`config.mk`:
```
export PLATFORM = sky130hd
export DESIGN_NAME = table_and_range_compare_unit
export DESIGN_NICKNAME = d
export VERILOG_FILES = /design/src/compare_unit_pkg.sv /design/src/table_and_range_compare_unit.sv
export SDC_FILE = /design/constraint.sdc
export NUM_CORES = 1
export LEC_CHECK = 0
export BUFFER_PORTS_ARGS = -buffer_cell sky130_fd_sc_hd__buf_2
export CAP_MARGIN = 10
export CELL_PAD_IN_SITES_DETAIL_PLACEMENT = 0
export CELL_PAD_IN_SITES_GLOBAL_PLACEMENT = 1
export CORE_MARGIN = 2
export CORE_UTILIZATION = 46
export DETAILED_ROUTE_END_ITERATION = 16
export PLACE_DENSITY_LB_ADDON = 0.25
export SLEW_MARGIN = 20
export SYNTH_ARGS = -nofsm -noshare
export SYNTH_HDL_FRONTEND = slang
export SYNTH_SLANG_ARGS = --single-unit
export TNS_END_PERCENT = 50
```
`constraint.sdc`:
```
create_clock -name ref_clk -period 6.1 [get_ports ref_clk]
set_clock_uncertainty 0.1 [all_clocks]
set_input_delay 0.305 -clock ref_clk [delete_from_list [all_inputs] [get_ports ref_clk]]
set_output_delay 0.305 -clock ref_clk [all_outputs]
set_load 0.02 [all_outputs]
```
`src/compare_unit_pkg.sv`:
```
// What this block does
// - Table match with condition off does nothing; result and flag stay.
// - Table match compares the value with sixteen words, base to base+15.
// - Table word at offset n equal to the value sets result bit n.
// - Every false comparison clears its bit; the whole result is rewritten.
// - Error flag when the sixteen-word table runs past its area end.
// - Error flag when an indirect pointer is not BCD or points outside.
// - Compare value may be immediate or area word; base, result area only.
// - Range match with condition off does nothing; result and flag stay.
// - Range match reads thirty-two words, base to base+31, as pairs.
// - Even offset of a pair is the lower limit, next is the upper.
// - Range test is true when lower <= value <= upper, both inclusive.
// - Result bit k is set when pair 2k, 2k+1 holds the value.
// - Error flag when the thirty-two-word block runs past its area end.
// - Plain form repeats the comparison on every scan with condition on.
// - Range match is decoded from a settable function code, default 68.
//
// Purpose: Constants and carriers of the table and range compare unit.
// Assumes: One flat 16-bit word address space holding all data areas.
// Notes:   Area bounds below form the word map seen by the unit.

package compare_unit_pkg;

   // Function codes.
   localparam logic [7:0] FC_TABLE     = 8'h55;
   localparam logic [7:0] FC_RANGE_DEF = 8'h44;

   // Table and block lengths in words.
   localparam logic [5:0] LEN_TABLE = 6'h10;
   localparam logic [5:0] LEN_RANGE = 6'h20;

   // Word map of the data areas, inclusive bounds; DATA_HI is one past the end.
   localparam logic [15:0] IO_LO   = 16'h0000;
   localparam logic [15:0] IO_HI   = 16'h00FF;
   localparam logic [15:0] SPEC_LO = 16'h0100;
   localparam logic [15:0] SPEC_HI = 16'h01FF;
   localparam logic [15:0] HOLD_LO = 16'h0200;
   localparam logic [15:0] HOLD_HI = 16'h02FF;
   localparam logic [15:0] TMR_LO  = 16'h0300;
   localparam logic [15:0] TMR_HI  = 16'h04FF;
   localparam logic [15:0] LINK_LO = 16'h0500;
   localparam logic [15:0] LINK_HI = 16'h053F;
   localparam logic [15:0] DATA_LO = 16'h1000;
   localparam logic [15:0] DATA_HI = 16'h2A00;
   localparam logic [15:0] DATA_N  = 16'h1A00;

   // Register word offsets.
   localparam logic [2:0] REG_CTRL   = 3'h0;
   localparam logic [2:0] REG_STATUS = 3'h1;
   localparam logic [2:0] REG_MASK   = 3'h2;
   localparam logic [2:0] REG_RESULT = 3'h3;

   // Status bit positions and reset values.
   localparam int          ST_DONE   = 0;
   localparam int          ST_ERR    = 1;
   localparam logic [1:0]  MASK_RST  = 2'h0;
   localparam logic [15:0] RES_RST   = 16'h0000;

   // One operand: immediate, indirect through a pointer word, value.
   typedef struct packed {
      logic        imm;
      logic        ind;
      logic [15:0] val;
   } operand_t;

   // One issued instruction from the sequencer.
   typedef struct packed {
      logic [7:0] fcode;
      logic       cond;
      logic       diff;
      operand_t   cmp;
      operand_t   base;
      operand_t   res;
   } issue_t;

   typedef enum logic [3:0] {
      S_IDLE = 4'h0,
      S_PTR  = 4'h1,
      S_PTRW = 4'h2,
      S_VAL  = 4'h3,
      S_VALW = 4'h4,
      S_CHK  = 4'h5,
      S_SCAN = 4'h6,
      S_WR   = 4'h7,
      S_END  = 4'h8
   } state_t;

endpackage : compare_unit_pkg

```
`src/table_and_range_compare_unit.sv`:
```
// Purpose: Executes the table match and range match compare operations.
// Assumes: Data memory answers a read one cycle after it sees the strobe.
// Notes:   Memory strobes and address come from flops.
//
// The implementer's own choices: the address-and-strobe port and the address map.
`timescale 1ns/1ps

module table_and_range_compare_unit
   import compare_unit_pkg::*;
(
   input  wire logic        ref_clk,   // System clock, 100 MHz.
   input  wire logic        resetn,    // Asynchronous reset, active low.
   input  wire logic        iss_valid, // Instruction issue pulse.
   input  wire issue_t      iss,       // Issued instruction and operands.
   output logic             busy,      // Unit is executing.
   output logic             done,      // One-cycle end of execution.
   output logic [15:0]      result,    // Last result word written.
   output logic             error_flag,// Flag of the last execution.
   output logic             mem_rd,    // Data memory read strobe.
   output logic             mem_wr,    // Data memory write strobe.
   output logic [15:0]      mem_addr,  // Data memory word address.
   output logic [15:0]      mem_wdata, // Data memory write data.
   input  wire logic [15:0] mem_rdata, // Read data, one cycle later.
   input  wire logic [2:0]  reg_addr,  // Register word address.
   input  wire logic [15:0] reg_wdata, // Register write data.
   input  wire logic        reg_wr,    // Register write strobe.
   input  wire logic        reg_rd,    // Register read strobe.
   output logic [15:0]      reg_rdata, // Register read data.
   output logic             irq        // Level interrupt.
);

   // ----------------------------------------------------------------
   // Helpers
   // ----------------------------------------------------------------

   // Returns the upper bound of the area holding an address, hit on top.
   function automatic logic [16:0] area_hi(input logic [15:0] a);
      logic [16:0] r;
      r = 17'h00000;
      if (a <= IO_HI) begin
         r = {1'b1, IO_HI};
      end else if (a >= SPEC_LO && a <= SPEC_HI) begin
         r = {1'b1, SPEC_HI};
      end else if (a >= HOLD_LO && a <= HOLD_HI) begin
         r = {1'b1, HOLD_HI};
      end else if (a >= TMR_LO && a <= TMR_HI) begin
         r = {1'b1, TMR_HI};
      end else if (a >= LINK_LO && a <= LINK_HI) begin
         r = {1'b1, LINK_HI};
      end else if (a >= DATA_LO && a < DATA_HI) begin
         r = {1'b1, DATA_HI - 16'h0001};
      end
      return r;
   endfunction : area_hi

   // True when a run of words from a stays inside one area.
   function automatic logic fits(input logic [15:0] a,
                                 input logic [5:0]  n);
      logic [16:0] h;
      logic [16:0] last;
      h    = area_hi(a);
      last = {1'b0, a} + {11'h000, n} - 17'h00001;
      return h[16] && (last <= {1'b0, h[15:0]});
   endfunction : fits

   // True when every digit of a word is decimal.
   function automatic logic is_bcd(input logic [15:0] w);
      return (w[3:0] <= 4'h9) && (w[7:4] <= 4'h9) &&
             (w[11:8] <= 4'h9) && (w[15:12] <= 4'h9);
   endfunction : is_bcd

   // Binary value of a four-digit decimal word.
   function automatic logic [15:0] bcd_bin(input logic [15:0] w);
      logic [15:0] r;
      r = {12'h000, w[3:0]} + 16'(w[7:4] * 4'hA)
        + 16'(w[11:8] * 7'h64) + 16'(w[15:12] * 10'h3E8);
      return r;
   endfunction : bcd_bin

   // ----------------------------------------------------------------
   // Reset release
   // ----------------------------------------------------------------

   logic rst_s1_q;
   logic rst_n_q;

   // Two flops release the reset in step with the clock.
   always_ff @(posedge ref_clk or negedge resetn) begin
      if (!resetn) begin
         rst_s1_q <= 1'b0;
         rst_n_q  <= 1'b0;
      end else begin
         rst_s1_q <= 1'b1;
         rst_n_q  <= rst_s1_q;
      end
   end

   // ----------------------------------------------------------------
   // Execution state
   // ----------------------------------------------------------------

   // Sequence state and operands.
   state_t      st_q;
   issue_t      op_q;
   logic        rng_q;
   logic [1:0]  opi_q;
   logic [15:0] opv_q [3];

   // Scan and read state.
   logic [5:0]  cnt_q;
   logic        rd_q;
   logic [4:0]  ridx_q;
   logic        pend_q;
   logic [4:0]  pidx_q;

   // Working values.
   logic [15:0] lo_q;
   logic [15:0] acc_q;
   logic        fail_q;

   // Edge memory and registers.
   logic [1:0]  prev_q;
   logic [7:0]  fc_range_q;
   logic [1:0]  sts_q;
   logic [1:0]  mask_q;

   // Decode wires.
   logic        is_tab;
   logic        is_rng;
   logic        go;
   logic [5:0]  len;
   logic        cur_ind;
   logic [16:0] cmp_hi;
   logic [16:0] res_hi;

   // Decode of the issued code; the range code is software settable.
   assign is_tab = iss.fcode == FC_TABLE;
   assign is_rng = iss.fcode == fc_range_q;
   // Plain form runs every scan; the edge form only on a rising condition.
   assign go = iss_valid && iss.cond && (is_tab || is_rng) &&
               (!iss.diff || !(is_rng ? prev_q[1] : prev_q[0]));
   assign len = rng_q ? LEN_RANGE : LEN_TABLE;
   assign cur_ind = (opi_q == 2'h0) ? op_q.cmp.ind :
                    (opi_q == 2'h1) ? op_q.base.ind : op_q.res.ind;
   assign busy = st_q != S_IDLE;

   // Top of the value and result areas.
   assign cmp_hi = area_hi(opv_q[0]);
   assign res_hi = area_hi(opv_q[2]);

   // Last condition seen per operation, for the edge-triggered form.
   always_ff @(posedge ref_clk or negedge rst_n_q) begin
      if (!rst_n_q) begin
         prev_q <= 2'h0;
      end else if (iss_valid && is_tab) begin
         prev_q[0] <= iss.cond;
      end else if (iss_valid && is_rng) begin
         prev_q[1] <= iss.cond;
      end
   end

   // Read pipeline: the memory sees the strobe, data follows a cycle later.
   always_ff @(posedge ref_clk or negedge rst_n_q) begin
      if (!rst_n_q) begin
         pend_q <= 1'b0;
         pidx_q <= 5'h00;
      end else begin
         pend_q <= rd_q;
         pidx_q <= ridx_q;
      end
   end

   // Main sequence: resolve pointers, fetch value, scan, write the result.
   always_ff @(posedge ref_clk or negedge rst_n_q) begin
      if (!rst_n_q) begin
         st_q      <= S_IDLE;
         op_q      <= '0;
         rng_q     <= 1'b0;
         opi_q     <= 2'h0;
         opv_q     <= '{default: 16'h0000};
         cnt_q     <= 6'h00;
         rd_q      <= 1'b0;
         ridx_q    <= 5'h00;
         lo_q      <= 16'h0000;
         acc_q     <= 16'h0000;
         fail_q    <= 1'b0;
         mem_wr    <= 1'b0;
         mem_addr  <= 16'h0000;
         mem_wdata <= 16'h0000;
      end else begin
         rd_q   <= 1'b0;
         mem_wr <= 1'b0;
         case (st_q)
            S_IDLE: begin
               if (go) begin
                  op_q     <= iss;
                  rng_q    <= is_rng;
                  opv_q[0] <= iss.cmp.val;
                  opv_q[1] <= iss.base.val;
                  opv_q[2] <= iss.res.val;
                  opi_q    <= 2'h0;
                  fail_q   <= 1'b0;
                  acc_q    <= 16'h0000;
                  st_q     <= S_PTR;
               end
            end
            S_PTR: begin
               if (cur_ind && !(opi_q == 2'h0 && op_q.cmp.imm)) begin
                  rd_q     <= 1'b1;
                  mem_addr <= DATA_LO + opv_q[opi_q];
                  st_q     <= S_PTRW;
               end else if (opi_q == 2'h2) begin
                  st_q <= S_VAL;
               end else begin
                  opi_q <= opi_q + 2'h1;
               end
            end
            S_PTRW: begin
               if (pend_q) begin
                  if (!is_bcd(mem_rdata) ||
                      bcd_bin(mem_rdata) >= DATA_N) begin
                     fail_q <= 1'b1;
                     st_q   <= S_END;
                  end else begin
                     opv_q[opi_q] <= DATA_LO + bcd_bin(mem_rdata);
                     st_q         <= (opi_q == 2'h2) ? S_VAL : S_PTR;
                     opi_q        <= opi_q + 2'h1;
                  end
               end
            end
            S_VAL: begin
               // Base and result name area words; no constant is taken.
               if (op_q.base.imm || op_q.res.imm) begin
                  fail_q <= 1'b1;
                  st_q   <= S_END;
               end else if (op_q.cmp.imm) begin
                  st_q <= S_CHK;
               end else if (!cmp_hi[16]) begin
                  fail_q <= 1'b1;
                  st_q   <= S_END;
               end else begin
                  rd_q     <= 1'b1;
                  mem_addr <= opv_q[0];
                  st_q     <= S_VALW;
               end
            end
            S_VALW: begin
               if (pend_q) begin
                  opv_q[0] <= mem_rdata;
                  st_q     <= S_CHK;
               end
            end
            S_CHK: begin
               // The whole table or block must sit in one area.
               if (!fits(opv_q[1], len) ||
                   !res_hi[16]) begin
                  fail_q <= 1'b1;
                  st_q   <= S_END;
               end else begin
                  cnt_q <= 6'h00;
                  st_q  <= S_SCAN;
               end
            end
            S_SCAN: begin
               // Reads issue back to back, one word a cycle.
               if (cnt_q < len) begin
                  rd_q     <= 1'b1;
                  ridx_q   <= cnt_q[4:0];
                  mem_addr <= opv_q[1] + {10'h000, cnt_q};
                  cnt_q    <= cnt_q + 6'h01;
               end
               if (pend_q) begin
                  if (!rng_q) begin
                     acc_q[pidx_q[3:0]] <= mem_rdata == opv_q[0];
                  end else if (!pidx_q[0]) begin
                     lo_q <= mem_rdata;
                  end else begin
                     acc_q[pidx_q[4:1]] <= (lo_q <= opv_q[0]) &&
                                           (opv_q[0] <= mem_rdata);
                  end
                  if ({1'b0, pidx_q} == len - 6'h01) begin
                     st_q <= S_WR;
                  end
               end
            end
            S_WR: begin
               mem_wr    <= 1'b1;
               mem_addr  <= opv_q[2];
               mem_wdata <= acc_q;
               st_q      <= S_END;
            end
            default: begin
               st_q <= S_IDLE;
            end
         endcase
      end
   end

   assign mem_rd = rd_q;

   // Outcome: result and flag change only when an execution ends.
   always_ff @(posedge ref_clk or negedge rst_n_q) begin
      if (!rst_n_q) begin
         done       <= 1'b0;
         result     <= RES_RST;
         error_flag <= 1'b0;
      end else begin
         done <= st_q == S_END;
         if (st_q == S_END) begin
            error_flag <= fail_q;
         end
         if (st_q == S_WR) begin
            result <= acc_q;
         end
      end
   end

   // ----------------------------------------------------------------
   // Registers and interrupt
   // ----------------------------------------------------------------

   // Function code of the range operation, settable by software.
   always_ff @(posedge ref_clk or negedge rst_n_q) begin
      if (!rst_n_q) begin
         fc_range_q <= FC_RANGE_DEF;
         mask_q     <= MASK_RST;
      end else if (reg_wr && reg_addr == REG_CTRL) begin
         fc_range_q <= reg_wdata[7:0];
      end else if (reg_wr && reg_addr == REG_MASK) begin
         mask_q <= reg_wdata[1:0];
      end
   end

   // Sticky status; a new event wins over a write-one clear.
   always_ff @(posedge ref_clk or negedge rst_n_q) begin
      if (!rst_n_q) begin
         sts_q <= 2'h0;
      end else begin
         for (int i = 0; i < 2; i++) begin
            if (st_q == S_END && (i == ST_DONE || fail_q)) begin
               sts_q[i] <= 1'b1;
            end else if (reg_wr && reg_addr == REG_STATUS &&
                         reg_wdata[i]) begin
               sts_q[i] <= 1'b0;
            end
         end
      end
   end

   // Read data stand in the cycle after the strobe; others read zero.
   always_ff @(posedge ref_clk or negedge rst_n_q) begin
      if (!rst_n_q) begin
         reg_rdata <= 16'h0000;
      end else if (!reg_rd) begin
         reg_rdata <= 16'h0000;
      end else if (reg_addr == REG_CTRL) begin
         reg_rdata <= {8'h00, fc_range_q};
      end else if (reg_addr == REG_STATUS) begin
         reg_rdata <= {14'h0000, sts_q};
      end else if (reg_addr == REG_MASK) begin
         reg_rdata <= {14'h0000, mask_q};
      end else if (reg_addr == REG_RESULT) begin
         reg_rdata <= result;
      end else begin
         reg_rdata <= 16'h0000;
      end
   end

   assign irq = |(sts_q & mask_q);

endmodule : table_and_range_compare_unit

```
==> qor.log, run 1 <==
[outcome] run status finished, final reports clean
[clock_network] Clock Root Buffer sky130_fd_sc_hd__clkbuf_16
[cells_and_area] total area of multi-input combinational cells 8830 um^2
[grt] number of global-route vias before repair 12200
[cells_and_area] Fillers 2855
[floorplan] die outline area 32000 um^2
[placed_design] final HPWL from detailed placement 33.0 mm
[logic_synthesis] synthesis-stage register bit count 179
[placed_design] gpl congestion 0.919
[logic_synthesis] list of most frequent post-synthesis cells 177 x sky130_fd_sc_hd__dfrtp_1, 160 x sky130_fd_sc_hd__ha_1, 120 x sky130_fd_sc_hd__nand2_1
[grt] maximum number of pins on one net before global-route repair 178
[logic_synthesis] prevailing post-synth register cell sky130_fd_sc_hd__dfrtp_1
[clock_network] clock sink count 179
[cells_and_area] Storage cell area 4490 um^2
[logic_synthesis] Synth area leader sky130_fd_sc_hd__dfrtp_1
[sta] number of max-slew violations in the final report 0
[logic_synthesis] Syn. warnings 0
[sta] final setup fails 0
[power_and_ir_drop] Max rail drop VDD 0.243 mV
[clock_network] Reg clk slew, reported paths 70 ps
[logic_synthesis] largest cells by area after synthesis sky130_fd_sc_hd__dfrtp_1 32%, sky130_fd_sc_hd__ha_1 14%, sky130_fd_sc_hd__o21ai_0 4.1%
[setup_path] CP required 6320 ps
[logic_synthesis] number of synthesized flops with an enable pin 0
[power_and_ir_drop] Power Internal 3.79 mW
[run] max-capacitance violation count 0
[setup_path] endpoint kind of the worst setup timing path register
[cells_and_area] number of nets at the end of the flow 2006
[route] total wirelength of the detailed-routed design 43.2 mm
[power_and_ir_drop] switching part of the total power 47.5%
[clock_network] CTS tree done
[route] Vias per Instance 5.85
[cells_and_area] synthesis-to-layout area growth 14.8%
[setup_path] worst setup path category in -> reg
[cells_and_area] final antenna diode count 0
[cells_and_area] final core occ 53.2%
[floorplan] number of I/O pins 174
[sta] final worst path period share 95.4%
[grt] total congestion overflow 0
[sta] maximum clock frequency 0.172 GHz
[logic_synthesis] synth unique cells 83
[power_and_ir_drop] Leak Pwr 7.77 nW
[route] post-route DRC violation count 0
[floorplan] die width 179 um
[logic_synthesis] most instantiated library cell after synthesis sky130_fd_sc_hd__dfrtp_1
[logic_synthesis] syn_nets 1849
[route] Pre-Repair DR Iteration Count 6
[setup_path] Crit Path Max Fanout 4
[route] DR vias 12500
[logic_synthesis] register area share after synthesis 31.9%
[power_and_ir_drop] Sequential Power Share 24.9%
[power_and_ir_drop] combinational group share of total power 58.9%
[clock_network] count of H-tree levels built during CTS 4
[logic_synthesis] share of the synthesized area in the top cell type 31.5%
[cells_and_area] share of final-layout standard cells stronger than drive strength 1 18.2%
[floorplan] Initial Utilization 46.3%
[sta] final number of hold-violating endpoints 0
[logic_synthesis] cells after synthesis 1566
[sta] Slew @ Worst Pin 1020 ps
[logic_synthesis] share of async-settable or async-resettable flops after synthesis 100%
[placed_design] count of input and output buffers 165
[setup_path] slack of the worst reg-to-reg path 480 ps
[floorplan] floorplan core area 30300 um^2
[floorplan] num rows 64
[power_and_ir_drop] power after layout 7.23 mW
[sta] Rel. slew slack 31.3%
[power_and_ir_drop] clock share of power 16.2%
[clock_network] CTS Buf Count 17
[logic_synthesis] netlist area before placement 14100 um^2
[power_and_ir_drop] switching power 3.43 mW
[grt] wire length of the first global-routing pass 68.0 mm
[clock_network] CTS Buffer Depth 2
[power_and_ir_drop] cell area power density 448 nW/um^2
[logic_synthesis] Avg Synthesized Cell Area 8.98 um^2
[route] iteration-0 DRC count of the detailed router 1179
[clock_network] clock network latency to the later pin of the worst-skew pair 450 ps
[sta] Min Clock Period, post-route 5820 ps
[grt] global routing usage summed across all routing layers 27.7%
[setup_path] type of origin of the critical path primary input
[floorplan] die height 179 um
[route] detail-routed net length per standard cell 20.3 um
[grt] number of antenna violations at the first check in global routing 0
[route] residual antenna-violating net count after detailed routing 0
[setup_path] data arrival time of the worst path 6040 ps
[worst_hold_path] kind of path behind the tightest hold check in -> reg
## cell type report
type	instances	share of cell area [%]
Inverter	111	2.58
Tap cell	396	3.07
Clock buffer	20	2.89
Multi-Input combinational cell	1193	54.7
Timing Repair Buffer	221	8.08
Clock inverter	12	0.922
Sequential cell	179	27.8
## critical path, stage by stage
cell                       delay, ps
sky130_fd_sc_hd__buf_2           120
sky130_fd_sc_hd__fa_1            560
sky130_fd_sc_hd__inv_1            70
sky130_fd_sc_hd__fa_1            500
sky130_fd_sc_hd__inv_1            40
sky130_fd_sc_hd__ha_1            300
sky130_fd_sc_hd__inv_1            80
sky130_fd_sc_hd__nor2_1           40
sky130_fd_sc_hd__o21ai_0         130
sky130_fd_sc_hd__and2_1          190
sky130_fd_sc_hd__xor2_1          200
sky130_fd_sc_hd__ha_1            260
sky130_fd_sc_hd__ha_1            290
sky130_fd_sc_hd__ha_1            210
sky130_fd_sc_hd__or4_1           540
sky130_fd_sc_hd__o221a_2         270
sky130_fd_sc_hd__o21a_1          180
sky130_fd_sc_hd__or2_2           310
sky130_fd_sc_hd__xnor2_2         160
sky130_fd_sc_hd__ha_1            220
sky130_fd_sc_hd__o211ai_1         90
sky130_fd_sc_hd__and3_4          240
sky130_fd_sc_hd__buf_4           130
sky130_fd_sc_hd__a21oi_1          60
sky130_fd_sc_hd__or2_1           240
sky130_fd_sc_hd__mux2_2          280
## per-layer routing
metal	part of all wire (%)	global-route usage (%)	vias up	routed length, um
met1	47	39.9	6045	20500
li1	-	-	5983	-
met5	0	0	-	0
met2	45	43.1	396	19500
met4	2.2	7.86	0	964
met3	5.4	4.13	44	2340
## cell families after synthesis
| group | count (synthesis) | synth area share, % |
|---|---|---|
| simple gates | 441 | 15.8 |
| buf+inv | 194 | 5.65 |
| xor+xnor | 51 | 3.18 |
| compound gates | 450 | 20.9 |
| flops | 179 | 31.9 |
| fa+ha+maj | 179 | 16.9 |
| mux | 71 | 5.65 |
| other cells | 1 | 0.0267 |
## path summary, 6_finish.rpt
check                                   start            end  cells past startpoint
worst max-delay path            mem_rdata[13]       opi_q[0]                     26
worst min-delay path             reg_wdata[5]  fc_range_q[5]                      2
min in group asynchronous              resetn        rst_n_q                      2
worst min register to register       rst_s1_q        rst_n_q                      0
max in group asynchronous             rst_n_q        lo_q[9]                      1
worst max register to register          rng_q         fail_q                     20
## sequential cells by signal, summed over array words and instances (netlist names), 2 cells and up
register / flops
result: 16
acc_q: 16
fc_range_q: 8
pidx_q: 5
prev_q: 2
opi_q: 2
mask_q: 2
cnt_q: 6
lo_q: 16
ridx_q: 5
op_q: 6
opv_q: 48
mem_addr: 16
reg_rdata: 16
st_q: 4
sts_q: 2
## layout by cell type, fill, tap and decap left out, types with 9 or more instances in the layout
master	netlist	final
sky130_fd_sc_hd__xnor2_1	36	35
sky130_fd_sc_hd__buf_2	5	165
sky130_fd_sc_hd__inv_1	110	110
sky130_fd_sc_hd__a221oi_1	11	11
sky130_fd_sc_hd__nor2_1	96	95
sky130_fd_sc_hd__ha_1	160	160
sky130_fd_sc_hd__o21a_1	18	18
sky130_fd_sc_hd__xor2_1	15	15
sky130_fd_sc_hd__dfrtp_1	177	176
sky130_fd_sc_hd__a22o_1	20	20
sky130_fd_sc_hd__dlygate4sd3_1	0	13
sky130_fd_sc_hd__buf_4	16	41
sky130_fd_sc_hd__nor3_1	32	29
sky130_fd_sc_hd__nor2b_1	17	17
sky130_fd_sc_hd__o22ai_1	22	22
sky130_fd_sc_hd__nand4_1	24	24
sky130_fd_sc_hd__mux2_2	43	43
sky130_fd_sc_hd__a21o_1	28	27
sky130_fd_sc_hd__a211oi_1	12	12
sky130_fd_sc_hd__o211ai_1	9	9
sky130_fd_sc_hd__a22oi_1	26	26
sky130_fd_sc_hd__a2bb2oi_1	11	11
sky130_fd_sc_hd__nand2b_1	15	15
sky130_fd_sc_hd__fa_1	19	19
sky130_fd_sc_hd__clkbuf_16	0	17
sky130_fd_sc_hd__nand2_1	120	120
sky130_fd_sc_hd__a31oi_1	22	22
sky130_fd_sc_hd__and2_1	19	19
sky130_fd_sc_hd__mux2i_1	25	25
sky130_fd_sc_hd__a21oi_1	89	89
sky130_fd_sc_hd__or3_1	14	14
sky130_fd_sc_hd__o21ai_0	116	116
sky130_fd_sc_hd__and3_1	18	17
sky130_fd_sc_hd__nand3_1	34	34
## per-stage QoR
step | setup slack, ps | hold slack, ps | std cells | cell area, um^2 | TNS (ps)
5_1_grt | -16.4 | 0.328 | 2132 | 16100 | -31.9
2_1_floorplan | 88.1 | -90.6 | 1566 | 14100 | 0
3_3_place_gp | -98.9 | -3.89 | 2087 | 15400 | -970
6_report | 280 | 6.12 | 2132 | 16100 | 0
4_1_cts | 191 | 1.22 | 2132 | 16100 | 0
3_5_place_dp | -244 | -3.62 | 2087 | 15400 | -6140
## power groups by stage
| stage | combinational, mW | sequential, mW | clock [mW] |
|---|---|---|---|
| floorplan | 2.99 | 1.72 | 0 |
| global placement | 4.10 | 1.80 | 0 |
| detailed placement | 4.17 | 1.81 | 0 |
| CTS | 4.21 | 1.78 | 1.19 |
| global route | 4.75 | 1.83 | 1.23 |
| finish | 4.26 | 1.80 | 1.17 |
## repair_timing
action | CTS | global route
setup buffers | 0 | 0
endpoints found under the setup margin | 0 | 38
hold buffers | 13 | 0
resized for setup | 0 | 6
endpoints found under the hold margin | 14 | 0
Power figures use the tool's default switching activity.
==> inputs of run 2 (changes only) <==
==> constraint.sdc (replaced) <==
create_clock -name ref_clk -period 6.1 [get_ports ref_clk]
set_clock_uncertainty 0.1 [all_clocks]
set_input_delay 0.61 -clock ref_clk [delete_from_list [all_inputs] [get_ports ref_clk]]
set_output_delay 0.61 -clock ref_clk [all_outputs]
set_load 0.02 [all_outputs]
==> run 2 against run 1 <==
  * Total power is 1.5% higher
  * Sequential power about the same
  * Combinational power up 2%
  * Non-clock buffer count grew 2
  * Wire length shrank 0.25%
  * Flip-flop and latch count unchanged
  * Final cell count about the same
  * Via count increased by 0.68%
  * Register-to-register slack better by 50 ps
  * Worst setup slack got worse by 99 ps
  * Cell area up 0.36%
  * Clock power hardly changed
  * Critical endpoint is now opv_q[46]
==> qor.log, run 2 (synthesis gave the netlist of run 1 again) <==
[outcome] run status finished, final reports clean
[placed_design] placement-stage cell area 15500 um^2 [+0.68%]
[setup_path] Crit Path Max Fanout 6 [+2]
[power_and_ir_drop] combinational group share of total power 59.5% [+0.6 points]
[cells_and_area] most common cell after layout, fill and taps aside sky130_fd_sc_hd__dfrtp_1
[placed_design] count of input and output buffers 165 [unchanged]
[power_and_ir_drop] switching part of the total power 48.1% [+0.55 points]
[grt] number of antenna violations at the first check in global routing 0 [unchanged]
[cells_and_area] share of final-layout standard cells stronger than drive strength 1 19.4% [+1.2 points]
[floorplan] number of I/O pins 174 [unchanged]
[setup_path] worst setup path category in -> reg
[power_and_ir_drop] clock share of power 15.6% [-0.6 points]
[cells_and_area] Largest Register opv_q
[clock_network] Clock Root Buffer sky130_fd_sc_hd__clkbuf_16
[route] Pre-Repair DR Iteration Count 8 [+2]
[route] DR vias 12600 [+0.68%]
[route] Vias per Instance 5.88 [+0.59%]
[cells_and_area] synthesis-to-layout area growth 15.3%
[cells_and_area] final antenna diode count 0 [unchanged]
[cells_and_area] number of nets at the end of the flow 2008 [+0.10%]
[cells_and_area] Layout Cell Area excl Fill 16200 um^2 [+0.36%]
[floorplan] Initial Utilization 46.3% [unchanged]
[clock_network] clock network latency to the later pin of the worst-skew pair 450 ps [about the same]
[sta] PnR worst setup slack 181 ps [-99.0 ps]
[grt] number of global-route vias before repair 11900 [-2.6%]
[worst_hold_path] kind of path behind the tightest hold check reg -> async
[sta] maximum clock frequency 0.169 GHz [-1.7%]
[placed_design] pre-CTS worst setup slack -462 ps [-218 ps]
[setup_path] slowest stage cell on the critical path sky130_fd_sc_hd__fa_1
[grt] wire length of the first global-routing pass 67.4 mm [-0.84%]
[power_and_ir_drop] Leak Pwr 7.79 nW [+0.28%]
[floorplan] num rows 64 [unchanged]
[clock_network] CTS Buf Count 17 [unchanged]
[floorplan] die outline area 32000 um^2 [unchanged]
[placed_design] number of placed cells counting well taps 2097 [+0.48%]
[route] detail-routed net length per standard cell 20.2 um [-0.35%]
[sta] final setup fails 0 [unchanged]
[route] residual antenna-violating net count after detailed routing 0 [unchanged]
[setup_path] Largest stage delay, worst path 570 ps [about the same]
[run] max-capacitance violation count 0 [unchanged]
[floorplan] die width 179 um [unchanged]
[setup_path] type of origin of the critical path primary input
[cells_and_area] final std cells w/o fill 2134 [+0.094%]
[setup_path] data arrival time of the worst path 6140 ps [+100 ps]
[clock_network] count of H-tree levels built during CTS 4 [unchanged]
[sta] Setup Total Neg Slack 0 ps [unchanged]
[power_and_ir_drop] Max rail drop VDD 0.233 mV [-3.9%]
[route] total wirelength of the detailed-routed design 43.1 mm [-0.25%]
[clock_network] CTS tree done
[power_and_ir_drop] Sequential Power Share 24.9% [about the same]
[clock_network] CTS Buffer Depth 2 [unchanged]
[sta] final number of hold-violating endpoints 0 [unchanged]
[route] iteration-0 DRC count of the detailed router 1174 [-0.42%]
[setup_path] endpoint kind of the worst setup timing path register
[cells_and_area] most used cells in the layout excluding fill and tap cells 176 x sky130_fd_sc_hd__dfrtp_1, 165 x sky130_fd_sc_hd__buf_2, 157 x sky130_fd_sc_hd__ha_1, 120 x sky130_fd_sc_hd__nand2_1, 115 x sky130_fd_sc_hd__o21ai_0
[power_and_ir_drop] power after layout 7.33 mW [+1.5%]
[sta] Rel. slew slack 27.5% [-3.8 points]
[sta] Min Clock Period, post-route 5920 ps [+99.0 ps]
[clock_network] clock sink count 179 [unchanged]
[power_and_ir_drop] cell area power density 453 nW/um^2 [+1.1%]
[sta] final worst path period share 97.0% [+1.6 points]
[sta] number of max-slew violations in the final report 0 [unchanged]
[floorplan] die height 179 um [unchanged]
[setup_path] CP required 6320 ps [about the same]
[power_and_ir_drop] switching power 3.53 mW [+2.7%]
[grt] maximum number of pins on one net before global-route repair 77 [-57%]
[grt] total congestion overflow 0 [unchanged]
[setup_path] slack of the worst reg-to-reg path 530 ps [+50 ps]
[power_and_ir_drop] Power Internal 3.81 mW [+0.41%]
[floorplan] floorplan core area 30300 um^2 [unchanged]
[cells_and_area] flip-flop count of the largest register after layout 48 [unchanged]
[route] post-route DRC violation count 0 [unchanged]
[sta] Slew @ Worst Pin 1080 ps [+62.6 ps]
[placed_design] final HPWL from detailed placement 33.3 mm [+0.99%]
[clock_network] Reg clk slew, reported paths 90 ps [+20 ps]
[grt] global routing usage summed across all routing layers 27.4% [-0.32 points]
[placed_design] gpl congestion 0.936 [+1.8%]
run 2: worst paths after layout:
check / startpoint / end / depth (start not counted)
worst max-delay path: mem_rdata[14] / opv_q[46] / 26
worst min-delay path: rst_n_q / sts_q[0] / 0
worst max register to register: opv_q[30] / fail_q / 18
worst min register to register: rst_n_q / sts_q[0] / 0
max in group asynchronous: rst_n_q / mem_addr[8] / 2
min in group ref_clk: rst_s1_q / rst_n_q / 0
run 2: layout make-up:
cell class | count | area (um^2)
Multi-Input combinational cell | 1193 | 8870
Clock buffer | 18 | 439
Tap cell | 396 | 495
Clock inverter | 14 | 178
Timing Repair Buffer | 223 | 1320
Sequential cell | 179 | 4490
Fill cell | 2894 | 14100
Inverter | 111 | 417
run 2: repair_timing:
item	4_1_cts	5_1_grt
hold buffers	1	0
pin swaps	0	5
endpoints found under the setup margin	1	53
endpoints found under the hold margin	2	0
resized for setup	1	11
buffers inserted	0	3
run 2: critical path, delay by kind of cell:
| kind | cells | cell delay, ps |
|---|---|---|
| AOI/OAI and AO/OA | 7 | 1100 |
| xor gates and xnor gates | 2 | 300 |
| adders and majority gates | 7 | 2350 |
| buffers and inverters | 5 | 450 |
| and+or+nand+nor | 5 | 1330 |
run 2: metrics by stage:
step	hold WS (ps)	util, %
floorplan	214	-
global placement	240	51.0
detailed placement	239	51.0
CTS	234	53.1
global route	199	53.4
finish	169	53.4
run 2: power by group through the flow:
stage	clock network [mW]	logic [mW]	registers (mW)
3_3_place_gp	0	4.20	1.84
2_1_floorplan	0	3.00	1.72
4_1_cts	1.16	4.29	1.82
3_5_place_dp	0	4.26	1.84
5_1_grt	1.22	4.85	1.86
6_report	1.14	4.36	1.83
run 2: per-layer routing:
metal | share of wire [%] | GRT usage, %
met2 | 45 | 42.7
met5 | 0 | 0
met3 | 5.9 | 3.94
met4 | 2.3 | 7.05
met1 | 47 | 39.7
